File: src/i2cd_params.svh
`ifndef I2CD_PARAMS_SVH
`define I2CD_PARAMS_SVH

// =====================================================
// Register indices (byte address = index * 4)
`define I2CD_IDX_MAIN 6'h00
`define I2CD_IDX_SEC 6'h04
`define I2CD_IDX_IEN_CLR 6'h14
`define I2CD_IDX_IEN_SET 6'h16
`define I2CD_IDX_FLAGS 6'h18
`define I2CD_IDX_STATUS 6'h1A
`define I2CD_IDX_SYNCP 6'h1C
`define I2CD_IDX_ADDRESS 6'h24
`define I2CD_IDX_DATA 6'h28

// =====================================================
// Field positions
`define I2CD_MC_SRST 0
`define I2CD_MC_EN 1
`define I2CD_MC_MODE_LO 2
`define I2CD_MC_RUNSTBY 7
`define I2CD_SC_SMART 8
`define I2CD_SC_QUICK 9
`define I2CD_SC_CMD_LO 16
`define I2CD_SC_ACK_ACTION 18
`define I2CD_ST_BUS_LO 4
`define I2CD_AD_BYTE_COUNT_ENABLE 13
`define I2CD_AD_LEN_LO 16
`define I2CD_F_MB 0
`define I2CD_F_SB 1
`define I2CD_F_BYTE_READY_FLAG 2
`define I2CD_F_ERROR 7

// =====================================================
// Values and reset
`define I2CD_MODE_SLAVE 3'h4
`define I2CD_MODE_MASTER 3'h5
`define I2CD_CMD_RESUME 2'h2
`define I2CD_CMD_STOP 2'h3
`define I2CD_BUS_IDLE 2'h1
`define I2CD_BUS_OWNER 2'h2
`define I2CD_BUS_BUSY 2'h3
`define I2CD_REG_RESET 32'h0000_0000

// =====================================================
// Timing
`define I2CD_CLK_NS 50
`define I2CD_SCL_HALF_NS 5000
`define I2CD_SCL_HALF_CYC ((`I2CD_SCL_HALF_NS + `I2CD_CLK_NS - 1) / `I2CD_CLK_NS)
`define I2CD_SYNC_CYC 3

`endif

File: src/i2cd_pkg.sv
package i2cd_pkg;

   typedef struct packed {
      logic [7:0] addr;
      logic [31:0] wdata;
      logic wr;
      logic rd;
   } i2cd_bus_s;

   typedef enum logic [2:0] {
      ST_IDLE, ST_START, ST_FRAME, ST_W_ADDR, ST_W_RX, ST_W_TX, ST_W_CMD, ST_STOP
   } i2cd_state_e;

   typedef enum logic [1:0] {OP_BUS, OP_ADDR, OP_DATA} i2cd_op_e;

   typedef struct packed {
      logic enable;
      logic run_stby;
      logic [2:0] mode;
      logic smart;
      logic quick;
      logic ack_act;
      logic [1:0] cmd;
      logic [7:0] irq_en;
      logic [7:0] irq_flag;
      logic [1:0] bus_state;
      logic rxnack;
      logic cfault;
      logic [1:0] cnt_rst;
      logic [1:0] cnt_en;
      logic [1:0] cnt_op;
      logic pend_en;
      i2cd_op_e op;
      logic [31:0] op_val;
      logic [7:0] address;
      logic len_en;
      logic [7:0] len;
      logic [7:0] data;
      logic rx_req;
      logic tx_req;
      i2cd_state_e st;
      logic phase;
      logic [3:0] bitcnt;
      logic [7:0] shreg;
      logic rw;
      logic is_addr;
      logic tx;
      logic ackbit;
      logic [7:0] done;
      logic [7:0] div;
      logic scl_drv;
      logic sda_drv;
      logic scl_d;
      logic sda_d;
      logic [31:0] rdata;
      logic pb_err;
   } i2cd_regs_s;

endpackage : i2cd_pkg

File: src/i2cd_core.sv
// Our own choice: the strobed register port.
`timescale 1ns/100ps
`include "i2cd_params.svh"
// Function
// - Quick command flags right after address ack
// - Slave DMA data only after address flag serviced
// - Slave receive request set, dropped on read
// - Slave transmit request set, dropped on write
// - Master: address, count, count-enable written together; slave address write loads the address only
// - Count reached: auto NACK on read, STOP
// - Early NACK on counted write: STOP, fault
// - Master receive request set, dropped on read
// - Master transmit request set, dropped on write
// - Each interrupt source owns a flag
// - Enable set and clear registers, ones only
// - Shared interrupt while flag and enable
// - Master core clock runs idle, standby optional
// - Standby stops master clock after transaction
// - Slave address match wakes from standby
// - Slave drops receptions in standby otherwise
// - Sync pending set at once, cleared after
// - Write to a synced register while its own sync is pending gives bus error
// - Reset and enable writes synced separately
// - Bus state, master address, data share sync
// - Smart mode: data read sends ack action

module i2cd_core (
   input wire logic clk,
   input wire logic rstn,
   input wire i2cd_pkg::i2cd_bus_s bus,
   output logic [31:0] rdata,
   output logic pb_error,
   output logic irq,
   output logic wake,
   output logic core_clk_run,
   input wire logic standby,
   output logic dma_rx_req,
   output logic dma_tx_req,
   input wire logic scl_in,
   output logic scl_out,
   output logic scl_oe,
   input wire logic sda_in,
   output logic sda_out,
   output logic sda_oe
);

   function automatic logic hit(input logic [7:0] a, input logic [5:0] idx);
      hit = (a == {idx, 2'b00});
   endfunction : hit

   i2cd_pkg::i2cd_regs_s s;
   i2cd_pkg::i2cd_regs_s n;
   logic scl_m;
   logic scl_s;
   logic sda_m;
   logic sda_s;

   // =====================================================
   // Pin synchronisers
   always_ff @(posedge clk or negedge rstn) begin
      if (!rstn) begin
         scl_m <= 1'b1;
         scl_s <= 1'b1;
         sda_m <= 1'b1;
         sda_s <= 1'b1;
      end else begin
         scl_m <= scl_in;
         scl_s <= scl_m;
         sda_m <= sda_in;
         sda_s <= sda_m;
      end
   end

   // =====================================================
   // Next state
   always_comb begin
      logic master;
      logic rise;
      logic fall;
      logic start_c;
      logic stop_c;
      logic last;
      logic go_tx;
      logic go_rx;
      logic go_start;
      logic go_stop;
      logic [7:0] tx_byte;
      logic [7:0] fset;
      logic [7:0] fclr;
      logic soft_reset_done;
      master = (s.mode == `I2CD_MODE_MASTER);
      rise = scl_s & ~s.scl_d;
      fall = ~scl_s & s.scl_d;
      start_c = s.scl_d & scl_s & s.sda_d & ~sda_s;
      stop_c = s.scl_d & scl_s & ~s.sda_d & sda_s;
      last = s.len_en && ((s.done + 8'h01) == s.len);
      go_tx = 1'b0;
      go_rx = 1'b0;
      go_start = 1'b0;
      go_stop = 1'b0;
      tx_byte = s.data;
      fset = 8'h00;
      fclr = 8'h00;
      soft_reset_done = 1'b0;
      n = s;
      n.pb_err = 1'b0;
      n.rdata = `I2CD_REG_RESET;
      n.scl_d = scl_s;
      n.sda_d = sda_s;

      // =====================================================
      // Crossing delay countdown
      if (s.cnt_rst != 2'h0) begin
         n.cnt_rst = s.cnt_rst - 2'h1;
         soft_reset_done = (s.cnt_rst == 2'h1);
      end
      if (s.cnt_en != 2'h0) begin
         n.cnt_en = s.cnt_en - 2'h1;
         if (s.cnt_en == 2'h1) begin
            n.enable = s.pend_en;
            n.bus_state = s.pend_en ? `I2CD_BUS_IDLE : 2'h0;
         end
      end
      if (s.cnt_op != 2'h0) begin
         n.cnt_op = s.cnt_op - 2'h1;
         if (s.cnt_op == 2'h1) begin
            case (s.op)
               i2cd_pkg::OP_BUS: n.bus_state = s.op_val[`I2CD_ST_BUS_LO +: 2];
               i2cd_pkg::OP_ADDR: begin
                  n.address = s.op_val[7:0];
                  n.len_en = s.op_val[`I2CD_AD_BYTE_COUNT_ENABLE];
                  n.len = s.op_val[`I2CD_AD_LEN_LO +: 8];
                  go_start = s.enable;
               end
               default: begin
                  n.data = s.op_val[7:0];
                  tx_byte = s.op_val[7:0];
                  go_tx = (s.st == i2cd_pkg::ST_W_TX);
               end
            endcase
         end
      end

      // =====================================================
      // Line engine
      if (stop_c) begin
         if (!master && s.st != i2cd_pkg::ST_IDLE) begin
            fset[`I2CD_F_MB] = 1'b1;
            n.st = i2cd_pkg::ST_IDLE;
            n.scl_drv = 1'b0;
            n.sda_drv = 1'b0;
         end
         if (master && s.st == i2cd_pkg::ST_IDLE) begin
            n.bus_state = `I2CD_BUS_IDLE;
         end
      end else if (start_c && master && s.st == i2cd_pkg::ST_IDLE) begin
         n.bus_state = `I2CD_BUS_BUSY;
      end else if (start_c && !master && s.enable && !(standby && !s.run_stby)) begin
         n.st = i2cd_pkg::ST_FRAME;
         n.is_addr = 1'b1;
         n.tx = 1'b0;
         n.bitcnt = 4'h0;
         n.scl_drv = 1'b0;
         n.sda_drv = 1'b0;
      end else begin
         case (s.st)
            i2cd_pkg::ST_START: begin
               if (s.div != 8'h00) begin
                  n.div = s.div - 8'h01;
               end else if (!s.phase && scl_s && sda_s) begin
                  n.sda_drv = 1'b1;
                  n.phase = 1'b1;
                  n.div = 8'(`I2CD_SCL_HALF_CYC);
               end else if (s.phase) begin
                  n.st = i2cd_pkg::ST_FRAME;
                  n.scl_drv = 1'b1;
                  n.div = 8'(`I2CD_SCL_HALF_CYC);
                  n.bus_state = `I2CD_BUS_OWNER;
               end
            end
            i2cd_pkg::ST_STOP: begin
               if (s.div != 8'h00) begin
                  n.div = s.div - 8'h01;
               end else if (!s.phase) begin
                  n.scl_drv = 1'b0;
                  n.phase = 1'b1;
                  n.div = 8'(`I2CD_SCL_HALF_CYC);
               end else if (scl_s) begin
                  n.sda_drv = 1'b0;
                  n.st = i2cd_pkg::ST_IDLE;
                  n.bus_state = `I2CD_BUS_IDLE;
               end
            end
            i2cd_pkg::ST_FRAME: begin
               if (master) begin
                  if (s.div != 8'h00) begin
                     n.div = s.div - 8'h01;
                  end else if (s.scl_drv) begin
                     n.scl_drv = 1'b0;
                     n.div = 8'(`I2CD_SCL_HALF_CYC);
                  end else if (scl_s) begin
                     n.scl_drv = 1'b1;
                     n.div = 8'(`I2CD_SCL_HALF_CYC);
                  end
               end
               if (rise) begin
                  n.bitcnt = s.bitcnt + 4'h1;
                  if (s.bitcnt < 4'h8) begin
                     n.shreg = {s.shreg[6:0], sda_s};
                  end else begin
                     n.ackbit = sda_s;
                  end
               end else if (fall && s.bitcnt < 4'h8) begin
                  n.sda_drv = s.tx & ~s.shreg[7];
               end else if (fall && s.bitcnt == 4'h8) begin
                  if (s.tx) begin
                     n.sda_drv = 1'b0;
                  end else if (s.is_addr) begin
                     n.sda_drv = (s.shreg[7:1] == s.address[7:1]);
                     n.rw = s.shreg[0];
                     if (s.shreg[7:1] != s.address[7:1]) begin
                        n.st = i2cd_pkg::ST_IDLE;
                     end
                  end else begin
                     n.data = s.shreg;
                     n.rx_req = 1'b1;
                     fset[master ? `I2CD_F_SB : `I2CD_F_BYTE_READY_FLAG] = 1'b1;
                     n.st = i2cd_pkg::ST_W_RX;
                     n.scl_drv = 1'b1;
                  end
               end else if (fall) begin
                  n.bitcnt = 4'h0;
                  n.sda_drv = 1'b0;
                  n.is_addr = 1'b0;
                  if (master && s.tx) begin
                     n.done = s.is_addr ? 8'h00 : s.done + 8'h01;
                     n.rxnack = s.ackbit;
                     if (s.ackbit && !s.is_addr && s.len_en && !last) begin
                        n.cfault = 1'b1;
                        fset[`I2CD_F_ERROR] = 1'b1;
                        go_stop = 1'b1;
                     end else if (s.len_en && (s.is_addr ? s.len == 8'h00 : last)) begin
                        go_stop = 1'b1;
                     end else if (s.ackbit || (s.is_addr && s.quick)) begin
                        fset[(s.rw && !s.ackbit) ? `I2CD_F_SB : `I2CD_F_MB] = 1'b1;
                        n.st = i2cd_pkg::ST_W_CMD;
                     end else if (s.is_addr && s.rw) begin
                        n.tx = 1'b0;
                     end else begin
                        n.tx_req = 1'b1;
                        fset[`I2CD_F_MB] = 1'b1;
                        n.st = i2cd_pkg::ST_W_TX;
                     end
                  end else if (master) begin
                     n.done = s.done + 8'h01;
                     if (last) begin
                        go_stop = 1'b1;
                     end else if (!s.sda_drv) begin
                        n.st = i2cd_pkg::ST_W_CMD;
                     end
                  end else if (s.is_addr) begin
                     fset[`I2CD_F_SB] = 1'b1;
                     n.st = i2cd_pkg::ST_W_ADDR;
                     n.scl_drv = 1'b1;
                  end else if (s.tx) begin
                     fset[`I2CD_F_BYTE_READY_FLAG] = 1'b1;
                     if (s.ackbit) begin
                        n.st = i2cd_pkg::ST_IDLE;
                     end else begin
                        n.tx_req = 1'b1;
                        n.st = i2cd_pkg::ST_W_TX;
                        n.scl_drv = 1'b1;
                     end
                  end
               end
            end
            default: begin
            end
         endcase
      end

      // =====================================================
      // Register bus
      if (bus.rd) begin
         case (bus.addr)
            {`I2CD_IDX_MAIN, 2'b00}: n.rdata = {24'h0, s.run_stby, 2'b00, s.mode, s.enable, 1'b0};
            {`I2CD_IDX_SEC, 2'b00}: n.rdata = {13'h0, s.ack_act, s.cmd, 6'h0, s.quick, s.smart, 8'h0};
            {`I2CD_IDX_IEN_CLR, 2'b00}: n.rdata = {24'h0, s.irq_en};
            {`I2CD_IDX_IEN_SET, 2'b00}: n.rdata = {24'h0, s.irq_en};
            {`I2CD_IDX_FLAGS, 2'b00}: n.rdata = {24'h0, s.irq_flag};
            {`I2CD_IDX_STATUS, 2'b00}: n.rdata = {21'h0, s.cfault, 4'h0, s.bus_state, 1'b0, s.rxnack, 2'b00};
            {`I2CD_IDX_SYNCP, 2'b00}: n.rdata = {29'h0, s.cnt_op != 2'h0, s.cnt_en != 2'h0, s.cnt_rst != 2'h0};
            {`I2CD_IDX_ADDRESS, 2'b00}: n.rdata = {8'h0, s.len, 2'b00, s.len_en, 5'h0, s.address};
            {`I2CD_IDX_DATA, 2'b00}: n.rdata = {24'h0, s.data};
            default: n.rdata = `I2CD_REG_RESET;
         endcase
         if (hit(bus.addr, `I2CD_IDX_DATA)) begin
            n.rx_req = 1'b0;
            go_rx = s.smart && s.st == i2cd_pkg::ST_W_RX;
         end
      end
      if (bus.wr) begin
         if (hit(bus.addr, `I2CD_IDX_MAIN)) begin
            n.run_stby = bus.wdata[`I2CD_MC_RUNSTBY];
            n.mode = bus.wdata[`I2CD_MC_MODE_LO +: 3];
            if (bus.wdata[`I2CD_MC_SRST]) begin
               n.pb_err = (s.cnt_rst != 2'h0);
               n.cnt_rst = (s.cnt_rst != 2'h0) ? s.cnt_rst - 2'h1 : 2'(`I2CD_SYNC_CYC);
            end else if (s.cnt_en != 2'h0) begin
               n.pb_err = 1'b1;
            end else begin
               n.cnt_en = 2'(`I2CD_SYNC_CYC);
               n.pend_en = bus.wdata[`I2CD_MC_EN];
            end
         end
         if (hit(bus.addr, `I2CD_IDX_SEC)) begin
            n.smart = bus.wdata[`I2CD_SC_SMART];
            n.quick = bus.wdata[`I2CD_SC_QUICK];
            n.ack_act = bus.wdata[`I2CD_SC_ACK_ACTION];
            n.cmd = bus.wdata[`I2CD_SC_CMD_LO +: 2];
            if (bus.wdata[`I2CD_SC_CMD_LO +: 2] == `I2CD_CMD_STOP && master && s.st == i2cd_pkg::ST_W_CMD) begin
               go_stop = 1'b1;
            end
            if (bus.wdata[`I2CD_SC_CMD_LO +: 2] == `I2CD_CMD_RESUME && s.st == i2cd_pkg::ST_W_RX) begin
               go_rx = 1'b1;
            end
         end
         if (hit(bus.addr, `I2CD_IDX_IEN_CLR)) begin
            n.irq_en = s.irq_en & ~bus.wdata[7:0];
         end
         if (hit(bus.addr, `I2CD_IDX_IEN_SET)) begin
            n.irq_en = s.irq_en | bus.wdata[7:0];
         end
         if (hit(bus.addr, `I2CD_IDX_FLAGS)) begin
            fclr = bus.wdata[7:0];
            if (bus.wdata[`I2CD_F_SB] && !master && s.st == i2cd_pkg::ST_W_ADDR) begin
               n.st = s.rw ? i2cd_pkg::ST_W_TX : i2cd_pkg::ST_FRAME;
               n.tx_req = s.rw;
               n.tx = 1'b0;
               n.scl_drv = s.rw;
            end
         end
         if (hit(bus.addr, `I2CD_IDX_ADDRESS) && !master) begin
            n.address = bus.wdata[7:0];
         end
         if (hit(bus.addr, `I2CD_IDX_DATA)) begin
            n.tx_req = 1'b0;
            if (!master) begin
               n.data = bus.wdata[7:0];
               tx_byte = bus.wdata[7:0];
               go_tx = (s.st == i2cd_pkg::ST_W_TX);
            end
         end
         if (hit(bus.addr, `I2CD_IDX_STATUS) || (master && (hit(bus.addr, `I2CD_IDX_ADDRESS)
                                                            || hit(bus.addr, `I2CD_IDX_DATA)))) begin
            if (s.cnt_op != 2'h0) begin
               n.pb_err = 1'b1;
            end else begin
               n.cnt_op = 2'(`I2CD_SYNC_CYC);
               n.op_val = bus.wdata;
               n.op = hit(bus.addr, `I2CD_IDX_STATUS) ? i2cd_pkg::OP_BUS :
                      hit(bus.addr, `I2CD_IDX_DATA) ? i2cd_pkg::OP_DATA : i2cd_pkg::OP_ADDR;
            end
         end
      end

      // =====================================================
      // Sequence starts
      if (go_tx) begin
         n.shreg = tx_byte;
         n.sda_drv = ~tx_byte[7];
         n.st = i2cd_pkg::ST_FRAME;
         n.tx = 1'b1;
         n.bitcnt = 4'h0;
         n.scl_drv = master;
         n.div = 8'(`I2CD_SCL_HALF_CYC);
      end
      if (go_rx) begin
         n.sda_drv = ~(s.ack_act | (master && last));
         n.st = i2cd_pkg::ST_FRAME;
         n.scl_drv = master;
         n.div = 8'(`I2CD_SCL_HALF_CYC);
      end
      if (go_stop) begin
         n.st = i2cd_pkg::ST_STOP;
         n.sda_drv = 1'b1;
         n.scl_drv = 1'b1;
         n.phase = 1'b0;
         n.div = 8'(`I2CD_SCL_HALF_CYC);
      end
      if (go_start) begin
         n.st = i2cd_pkg::ST_START;
         n.shreg = s.op_val[7:0];
         n.rw = s.op_val[0];
         n.is_addr = 1'b1;
         n.tx = 1'b1;
         n.bitcnt = 4'h0;
         n.done = 8'h00;
         n.rxnack = 1'b0;
         n.cfault = 1'b0;
         n.phase = 1'b0;
         n.scl_drv = 1'b0;
         n.sda_drv = 1'b0;
         n.div = 8'(`I2CD_SCL_HALF_CYC);
      end
      // A flag raised in the cycle of its clear survives
      n.irq_flag = (s.irq_flag & ~fclr) | fset;
      if (!n.enable) begin
         n.st = i2cd_pkg::ST_IDLE;
         n.scl_drv = 1'b0;
         n.sda_drv = 1'b0;
      end
      if (soft_reset_done) begin
         n = '0;
      end
   end

   always_ff @(posedge clk or negedge rstn) begin
      if (!rstn) begin
         s <= '0;
      end else begin
         s <= n;
      end
   end

   // =====================================================
   // Outputs
   assign rdata = s.rdata;
   assign pb_error = s.pb_err;
   assign irq = |(s.irq_flag & s.irq_en);
   // Slave needs the core clock in standby only to catch an address
   assign wake = standby && s.run_stby && s.mode == `I2CD_MODE_SLAVE
                 && s.irq_flag[`I2CD_F_SB] && s.irq_en[`I2CD_F_SB];
   assign core_clk_run = !standby || s.run_stby
                         || (s.mode == `I2CD_MODE_MASTER && s.st != i2cd_pkg::ST_IDLE);
   assign dma_rx_req = s.rx_req;
   assign dma_tx_req = s.tx_req;
   assign scl_out = 1'b0;
   assign sda_out = 1'b0;
   assign scl_oe = s.scl_drv;
   assign sda_oe = s.sda_drv;

endmodule : i2cd_core

File: config.mk
export PLATFORM = sky130hd
export DESIGN_NAME = i2cd_core
export DESIGN_NICKNAME = d
export VERILOG_FILES = /design/src/i2cd_pkg.sv /design/src/i2cd_core.sv
export VERILOG_INCLUDE_DIRS = /design/src /design/src/src
export SDC_FILE = /design/constraint.sdc
export NUM_CORES = 1
export LEC_CHECK = 0
export BUFFER_PORTS_ARGS = -buffer_cell sky130_fd_sc_hd__buf_2
export CAP_MARGIN = 20
export CORE_AREA = 10 10 150 152
export DETAILED_ROUTE_END_ITERATION = 10
export DIE_AREA = 0 0 160 162
export GPL_TIMING_DRIVEN = 0
export MAX_ROUTING_LAYER = met4
export PLACE_DENSITY = 0.66
export SLEW_MARGIN = 20
export SYNTH_ARGS = -nofsm -noshare
export SYNTH_HDL_FRONTEND = slang
export SYNTH_SLANG_ARGS = --single-unit
File: constraint.sdc
create_clock -name clk -period 5.53 [get_ports clk]
set_input_delay 1.106 -clock clk [delete_from_list [all_inputs] [get_ports clk]]
set_output_delay 1.106 -clock clk [all_outputs]
set_load 0.005 [all_outputs]
Word level (Yosys, flattened, before mapping)
Index checks and enable logic that the tools add are counted.

storage, ports and cells
  register bits after elaboration = 167
  bits of input ports = 47
  output and inout port bits = 42
  word-level logic and storage cells = 577

operators by class
  add/sub/neg operators = 6
  magnitude comparators = 5
  equal/unequal tests = 73
  multiplexer cells = 321
  bitwise logic cells = 23
  reduce and logical (&&, ||, !) cells = 105

operators with widths
  operator                number
  $mux W8                 37
  $mux W4                 51
  $pmux W24 S8            1
  $mux W171               1
  $mux W9                 15
  $mux W24                5
  $mux W1                 99
  $mux W2                 49
  $mux W48                2
  $mux W10                9
  $mux W13                6
  $mux W3                 23
  $mux W34                2
  $ne A10 B10 Y1 const B  6
  $mux W17                3
  $mux W25                2
  $mux W49                1
  $eq A8 B7 Y1 const B    5
  $logic_and A1 B1 Y1     37
  $mux W33                1
  $pmux W10 S3            1
  $reduce_and A9 Y1       3
  $and A8 B8 Y8           3
  $reduce_bool A2 Y1      12
  other kinds (73)        159

Longest topological paths before layout
Gate-level depths: netlist of the first run.

  depth in word-level cells = 43
  depth in mapped cells = 12
  gate-level depth less buffers = 9

Worst setup path before layout of the first run
No wires, ideal clock.

  kind = input to register
  from = input bus[35] (netlist name)
  to = register s[103] (netlist name)
  arrival = 2,914 ps
  slack = 2,495 ps
  stages = 8
  cell sequence = or4_1 buf_4 nor3_4 o21ai_2 a21oi_4 a21oi_1 buf_2 a22o_1

between the ends
  longest elaborated chain between the ends = 6
  elaborated cells on any way between the ends = 8
  classes of those cells = eq/ne (3); reduce/logical (5)

RTL lines
  element                                  RTL line          RTL
  start, declared                          i2cd_core.sv:30   input wire i2cd_pkg::i2cd_bus_s bus,
  $eq A8 B8 Y1                             i2cd_core.sv:48   hit = (a == {idx, 2'b00});
  $logic_or A1 B1 Y1                       i2cd_core.sv:354  if (hit(bus.addr, `I2CD_IDX_STATUS) || (master && (hit(bus.addr, `I2CD_IDX_ADDRESS)
  $logic_and A1 B1 Y1                      i2cd_core.sv:354
  $logic_or A1 B1 Y1 (*)                   i2cd_core.sv:354
  $reduce_bool A2 Y1 (no source line) (*)  --
  $reduce_and A3 Y1 (no source line) (*)   --
  end signal, assigned                     i2cd_core.sv:422  s <= n;
  end, declared                            i2cd_core.sv:51   i2cd_pkg::i2cd_regs_s s;

Every way passes the cells marked *; elsewhere a longest branch is shown, timed or not.
A chain may end at the register's enable or synchronous reset.

Final worst setup path of the first run
  from = register s[167] (netlist name)
  to = output core_clk_run

between the ends
  longest elaborated chain between the ends = 3

RTL lines
  element                        RTL line          RTL
  $eq A3 B3 Y1 (no source line)  --
  $logic_and A1 B1 Y1            i2cd_core.sv:435  || (s.mode == `I2CD_MODE_MASTER && s.st != i2cd_pkg::ST_IDLE);
  $logic_or A1 B1 Y1             i2cd_core.sv:434  assign core_clk_run = !standby || s.run_stby
  end, declared                  i2cd_core.sv:35   output logic core_clk_run,

Every way passes these cells.

==> flow_summary.ini, run 1 <==
[drt]
wire_per_inst_um = 22.1
antenna_left = 0
vias = 8889
drtPass1Iterations = 7
drt-vias-per-instance = 6.22
drt_iter0_markers = 1139
drc_errors = 0
wirelength_mm = 31.6

[clock_tree]
cts_tree = done
hold_buffers = 0
clock-sinks = 148
cts_buffers = 17
htree_num_levels = 4
post-cts-setup-buffers = 0
clk_latency_ns = 0.45
clk_path_buf_depth = 2
cts-root-buf = clkbuf_16
clkTransAtPathRegs_ns = 0.07
ctsResizeCount = 0

[timing]
finalHoldViolCount = 0
setup_viol = 0
min_period_over_period = 0.679
relSlewSlack = 0.207
rsz0062_at_grt = false
slew_viol_final = 0
finalWorstSetupSlack_ns = 1.78
fin_tns_setup_ns = 0
worst_hold_slack_ns = 0.356
fin_crit_ns = 3.75
fmax_mhz = 266
worst_pin_slew_ns = 1.18
skew_ns = 0.0118

[synthesis]
synthXorXnorAreaFrac = 0.0200
synth_top_area_cell = dfrtp_1
synthSimpleGateAreaFrac = 0.208
synthTopCellsByArea = dfrtp_1 (39%), nand2_1 (5.5%), a21oi_1 (5.1%)
ys_types = 83
syn_area_um2 = 9190
synth_common_cells = dfrtp_1 (144), nand2_1 (134), a21oi_1 (93)
synth_top_family_by_area = compound AO/OA/AOI/OAI gates
synthArstFlopShare = 1.00
synthMuxAreaShare = 0.0340
synthAdderAreaFrac = 0.0272
ys_seq_area_frac = 0.403
yosysTopAreaCellShare = 0.392
synth_flop_cell = dfrtp_1
ys_warn_count = 0
synth_compound_area_frac = 0.235
ys_seq_elements = 148
syn_inst = 1060
yosysMostFrequentCell = dfrtp_1
syn_avg_cell_area_um2 = 8.67
synth_edf_count = 0

[min_path]
hp-class = flip-flop to flip-flop
hold_depth = 0

[status]
status = completed

[global_routing]
grt_pass1_vias = 8442
busiest_layer = met2
grt_usage = 0.246
grt_pass1_wl_mm = 49.2
use_met1 = 0.326
antenna_found_initial = 0
met2_usage = 0.360
met3_usage = 0.0576
grt-ovfl-total = 0
grt_max_degree = 78

[worst_setup_path]
endpoint = core_clk_run
r2r_end = sda_oe
r2r-start = scl_s
path_class = flip-flop to primary output
critPathCaptureType = primary output
crit_fanout = 10
cp-start-kind = flip-flop
critPathArrivalTime_ns = 2.65
critPathLaunch = s[167]
ff2ff_path_depth = 10
critPathRequiredTime_ns = 4.42
rrSetupSlack_ns = 1.89

[die]
io-pin-count = 89
die_w_um = 160
start_util = 0.474
dieArea_um2 = 25900
die-height_um = 162
row_count = 51
core_area_um2 = 19400

[flow_run]
max-cap-violations = 0

[power_and_ir_drop]
irDropWorstVdd_mv = 0.223
p_leak_nw = 4.54
power_density_nw_per_um2 = 252

[layout]
antenna_cells = 0
drive_above_1_share = 0.145
nNetsFinal = 1218
syn_to_final_growth_pct = 14.5

[placement]
gp_congestion = 0.983
hpwl_mm = 22.9
port_buffers = 57
dpl_worst_slack_ns = 1.84
critical path, cell delays in order, from the launching register on:
cell and delay, ns:
dfrtp_1 0.44, nand3b_1 0.32, clkbuf_1 0.53, clkbuf_1 0.43
o21ai_0 0.27, buf_2 0.19
flip-flops by register name (all words and copies together), names as in the netlist:
signal and cells:
dma_rx_req 1, dma_tx_req 1, pb_error 1, rdata 20, s 119, scl_m 1
scl_oe 1, scl_s 1, sda_m 1, sda_oe 1, sda_s 1
metrics by stage:
| stage | total power, mW | utilization | cells | area [um2] |
|---|---|---|---|---|
| final | 2.65 | 0.543 | 1429 | 10500 |
| after global routing | 2.74 | 0.543 | 1429 | 10500 |
| after CTS | 2.65 | 0.543 | 1429 | 10500 |
| after detailed placement | 1.40 | 0.511 | 1397 | 9910 |
| after global placement | 1.40 | 0.508 | 1395 | 9860 |
| after floorplan | 1.30 | - | 1073 | 9240 |
area by class of cell:
| cell class | instances | area [um2] |
|---|---|---|
| plain buffers | 98 | 528 |
| clock buffers | 18 | 429 |
| clock inverters | 14 | 188 |
| fillers | 1839 | 8870 |
| inverters | 34 | 128 |
| multi-input cells | 793 | 4880 |
| flip-flops and latches | 148 | 3710 |
| well taps | 265 | 332 |
| repair buffers | 59 | 330 |
kinds of logic (layout without fill, tap and decap cells):
family | after synthesis | after routing
buffers and inverters | 132 | 223
adder cells (fa/ha/maj) | 20 | 20
AO/OA/AOI/OAI | 322 | 322
other | 1 | 14
flip-flops | 148 | 148
XOR/XNOR | 21 | 21
AND/OR/NAND/NOR | 385 | 385
multiplexers | 31 | 31
cell usage in the layout, fill, tap and decap left out, types with 5 or more instances in the layout:
cell type  netlist  layout
o31ai_1          7       7
mux2i_1         29      29
a22o_1          18      18
nand2b_1        10      10
a31oi_1          9       9
nand4_1         14      14
xor2_1           8       8
ha_1            20      20
and3_1           9       9
conb_1           1      14
a222oi_1         7       7
nor4_1           8       7
nand2_1        134     134
inv_1           34      34
xnor2_1         13      13
and2_1          17      17
inv_6            0       6
a22oi_1         15      15
nor2b_1         12      12
nor2_1          79      79
nand3b_1         6       6
clkbuf_16        0      17
o21ai_0         66      66
o211ai_1        19      19
buf_4           36      37
a211oi_1        14      14
a21o_1           5       5
nand3_1         39      39
a21oi_1         93      93
nor3_1          23      23
clkbuf_1        45      46
nor3b_1          7       7
a221oi_1         8       8
dfrtp_1        144     144
buf_2           13      69
o22ai_1         10      10
power by group:
group | switching, mW | leakage (nW) | internal [mW]
sequential | 0.0515 | 1.89 | 1.13
clock | 0.535 | 0.293 | 0.724
combinational | 0.129 | 2.36 | 0.0818
total | 0.716 | 4.54 | 1.93
per-layer routing:
layer / share of wire / up-vias
met1: 0.43 / 4300
met5: 0 / -
met3: 0.089 / 88
met2: 0.44 / 503
li1: - / 3998
met4: 0.035 / 0
worst min path at each step:
stage                     slack (ns)    end   from
after floorplan                 0.35  scl_s  scl_m
after global placement          0.35  sda_s  sda_m
after detailed placement        0.35  scl_s  scl_m
after CTS                       0.36  scl_s  scl_m
after global routing            0.36  scl_s  scl_m
final                           0.36  scl_s  scl_m
(Power assumes the default switching activity.)
==> run 2, diff against run 1 <==
Clock period 5.53 ns to 3.5 ns, I/O delays scaled along.
==> flow_summary.ini, run 2 (synthesis gave the netlist of run 1 again) <==
[worst_setup_path]
r2r_end = dma_rx_req
r2r-start = scl_s
critPathRequiredTime_ns = 2.80
rrSetupSlack_ns = 0.19
endpoint = core_clk_run
critPathCaptureType = primary output
critPathLaunch = s[167]
critPathArrivalTime_ns = 2.66
ff2ff_path_depth = 9
crit_fanout = 10
cp-start-kind = flip-flop
path_class = flip-flop to primary output

[drt]
drc_errors = 0
drt_iter0_markers = 1207
wire_per_inst_um = 22.2
drt-vias-per-instance = 6.21
vias = 8877
antenna_left = 0
wirelength_mm = 31.7
drtPass1Iterations = 6

[global_routing]
grt_usage = 0.246
grt_pass1_vias = 8442
grt_pass1_wl_mm = 49.2
antenna_found_initial = 0
grt_max_degree = 78
grt-ovfl-total = 0

[timing]
min_period_over_period = 0.959
relSlewSlack = 0.195
skew_ns = 0.0149
slew_viol_final = 0
finalHoldViolCount = 0
fmax_mhz = 298
finalWorstSetupSlack_ns = 0.143
setup_viol = 0
worst_pin_slew_ns = 1.20
rsz0062_at_grt = false
fin_tns_setup_ns = 0
fin_crit_ns = 3.36

[power_and_ir_drop]
irDropWorstVdd_mv = 0.350
total_power_mw = 4.19
p_switching_mw = 1.13
power_frac_comb = 0.080
p_clk_frac = 0.475
power_density_nw_per_um2 = 397
p_seq_frac = 0.446
p_leak_nw = 4.54
intPower_mw = 3.06
p_sw_frac = 0.270

[layout]
antenna_cells = 0
final_cell_mix = dfrtp_1 (144), nand2_1 (134), a21oi_1 (93)
nNetsFinal = 1218
top_register = s
final_core_util = 0.543
drive_above_1_share = 0.147
largest_register_ffs = 119
syn_to_final_growth_pct = 14.6
mostFrequentLayoutCell = dfrtp_1

[die]
core_area_um2 = 19400
start_util = 0.474
io-pin-count = 89
dieArea_um2 = 25900
die_w_um = 160
die-height_um = 162
row_count = 51

[clock_tree]
clock-sinks = 148
hold_buffers = 0
post-cts-setup-buffers = 0
cts-root-buf = clkbuf_16
clk_path_buf_depth = 2
cts_tree = done
cts_buffers = 17
clkTransAtPathRegs_ns = 0.07
clk_latency_ns = 0.45
htree_num_levels = 4

[min_path]
hp-class = input pin to async pin

[placement]
port_buffers = 57
gp_congestion = 0.983
hpwl_mm = 22.9
dpl_worst_slack_ns = 0.0436

[status]
status = completed

[flow_run]
max-cap-violations = 0
[run 2: cell counts in the layout (fill, tap and decap cells not counted)]
Identical to the previous run, type by type.
[run 2: critical path, stage by stage, from the launching register on]
cell and delay [ns]:
dfrtp_1 0.45, nand3b_1 0.33, clkbuf_1 0.53, clkbuf_1 0.43, o21ai_0 0.27, buf_2 0.19
[run 2: layout make-up]
| cell class | count | area [um2] |
|---|---|---|
| sequential | 148 | 3710 |
| clock buffer | 18 | 429 |
| fill | 1836 | 8860 |
| inverter | 34 | 128 |
| buffer | 98 | 528 |
| multi-input combinational | 793 | 4890 |
| timing repair buffer | 59 | 330 |
| tap | 265 | 332 |
| clock inverter | 14 | 188 |
[run 2: what timing repair did]
action / in CTS / in global routing
endpoints found under the setup margin: 0 / 7
hold endpoints to repair: 0 / 0
resized for setup: 0 / 2
[run 2: how the worst min path moves through the flow]
stage / slack, ns / from / to / depth (start not counted)
floorplan: 0.35 / scl_m / scl_s / 0
global placement: 0.35 / sda_m / sda_s / 0
detailed placement: 0.35 / scl_m / scl_s / 0
CTS: 0.25 / rstn / s[51] / 1
global route: 0.26 / rstn / s[38] / 1
finish: 0.21 / rstn / s[51] / 1
[run 2: stage by stage]
stage                     std cells  cell area [um2]  hold WS, ns
after floorplan                1073             9240        0.345
after global placement         1395             9860        0.347
after detailed placement       1397             9910        0.347
after CTS                      1429            10500        0.253
after global routing           1429            10500        0.260
final                          1429            10500        0.212
[run 2: power by group through the flow]
stage | registers [mW] | logic [mW] | clock network [mW]
after floorplan | 1.86 | 0.199 | 0
after global placement | 1.89 | 0.317 | 0
after detailed placement | 1.89 | 0.327 | 0
after CTS | 1.86 | 0.329 | 1.99
after global routing | 1.87 | 0.369 | 2.08
final | 1.87 | 0.333 | 1.99
[run 2: layer usage]
layer / vias up / GRT usage / share of wire
met5: - / - / 0
met4: 0 / 0.0910 / 0.033
met3: 82 / 0.0576 / 0.089
met2: 490 / 0.360 / 0.44
met1: 4302 / 0.326 / 0.44
li1: 4003 / - / -
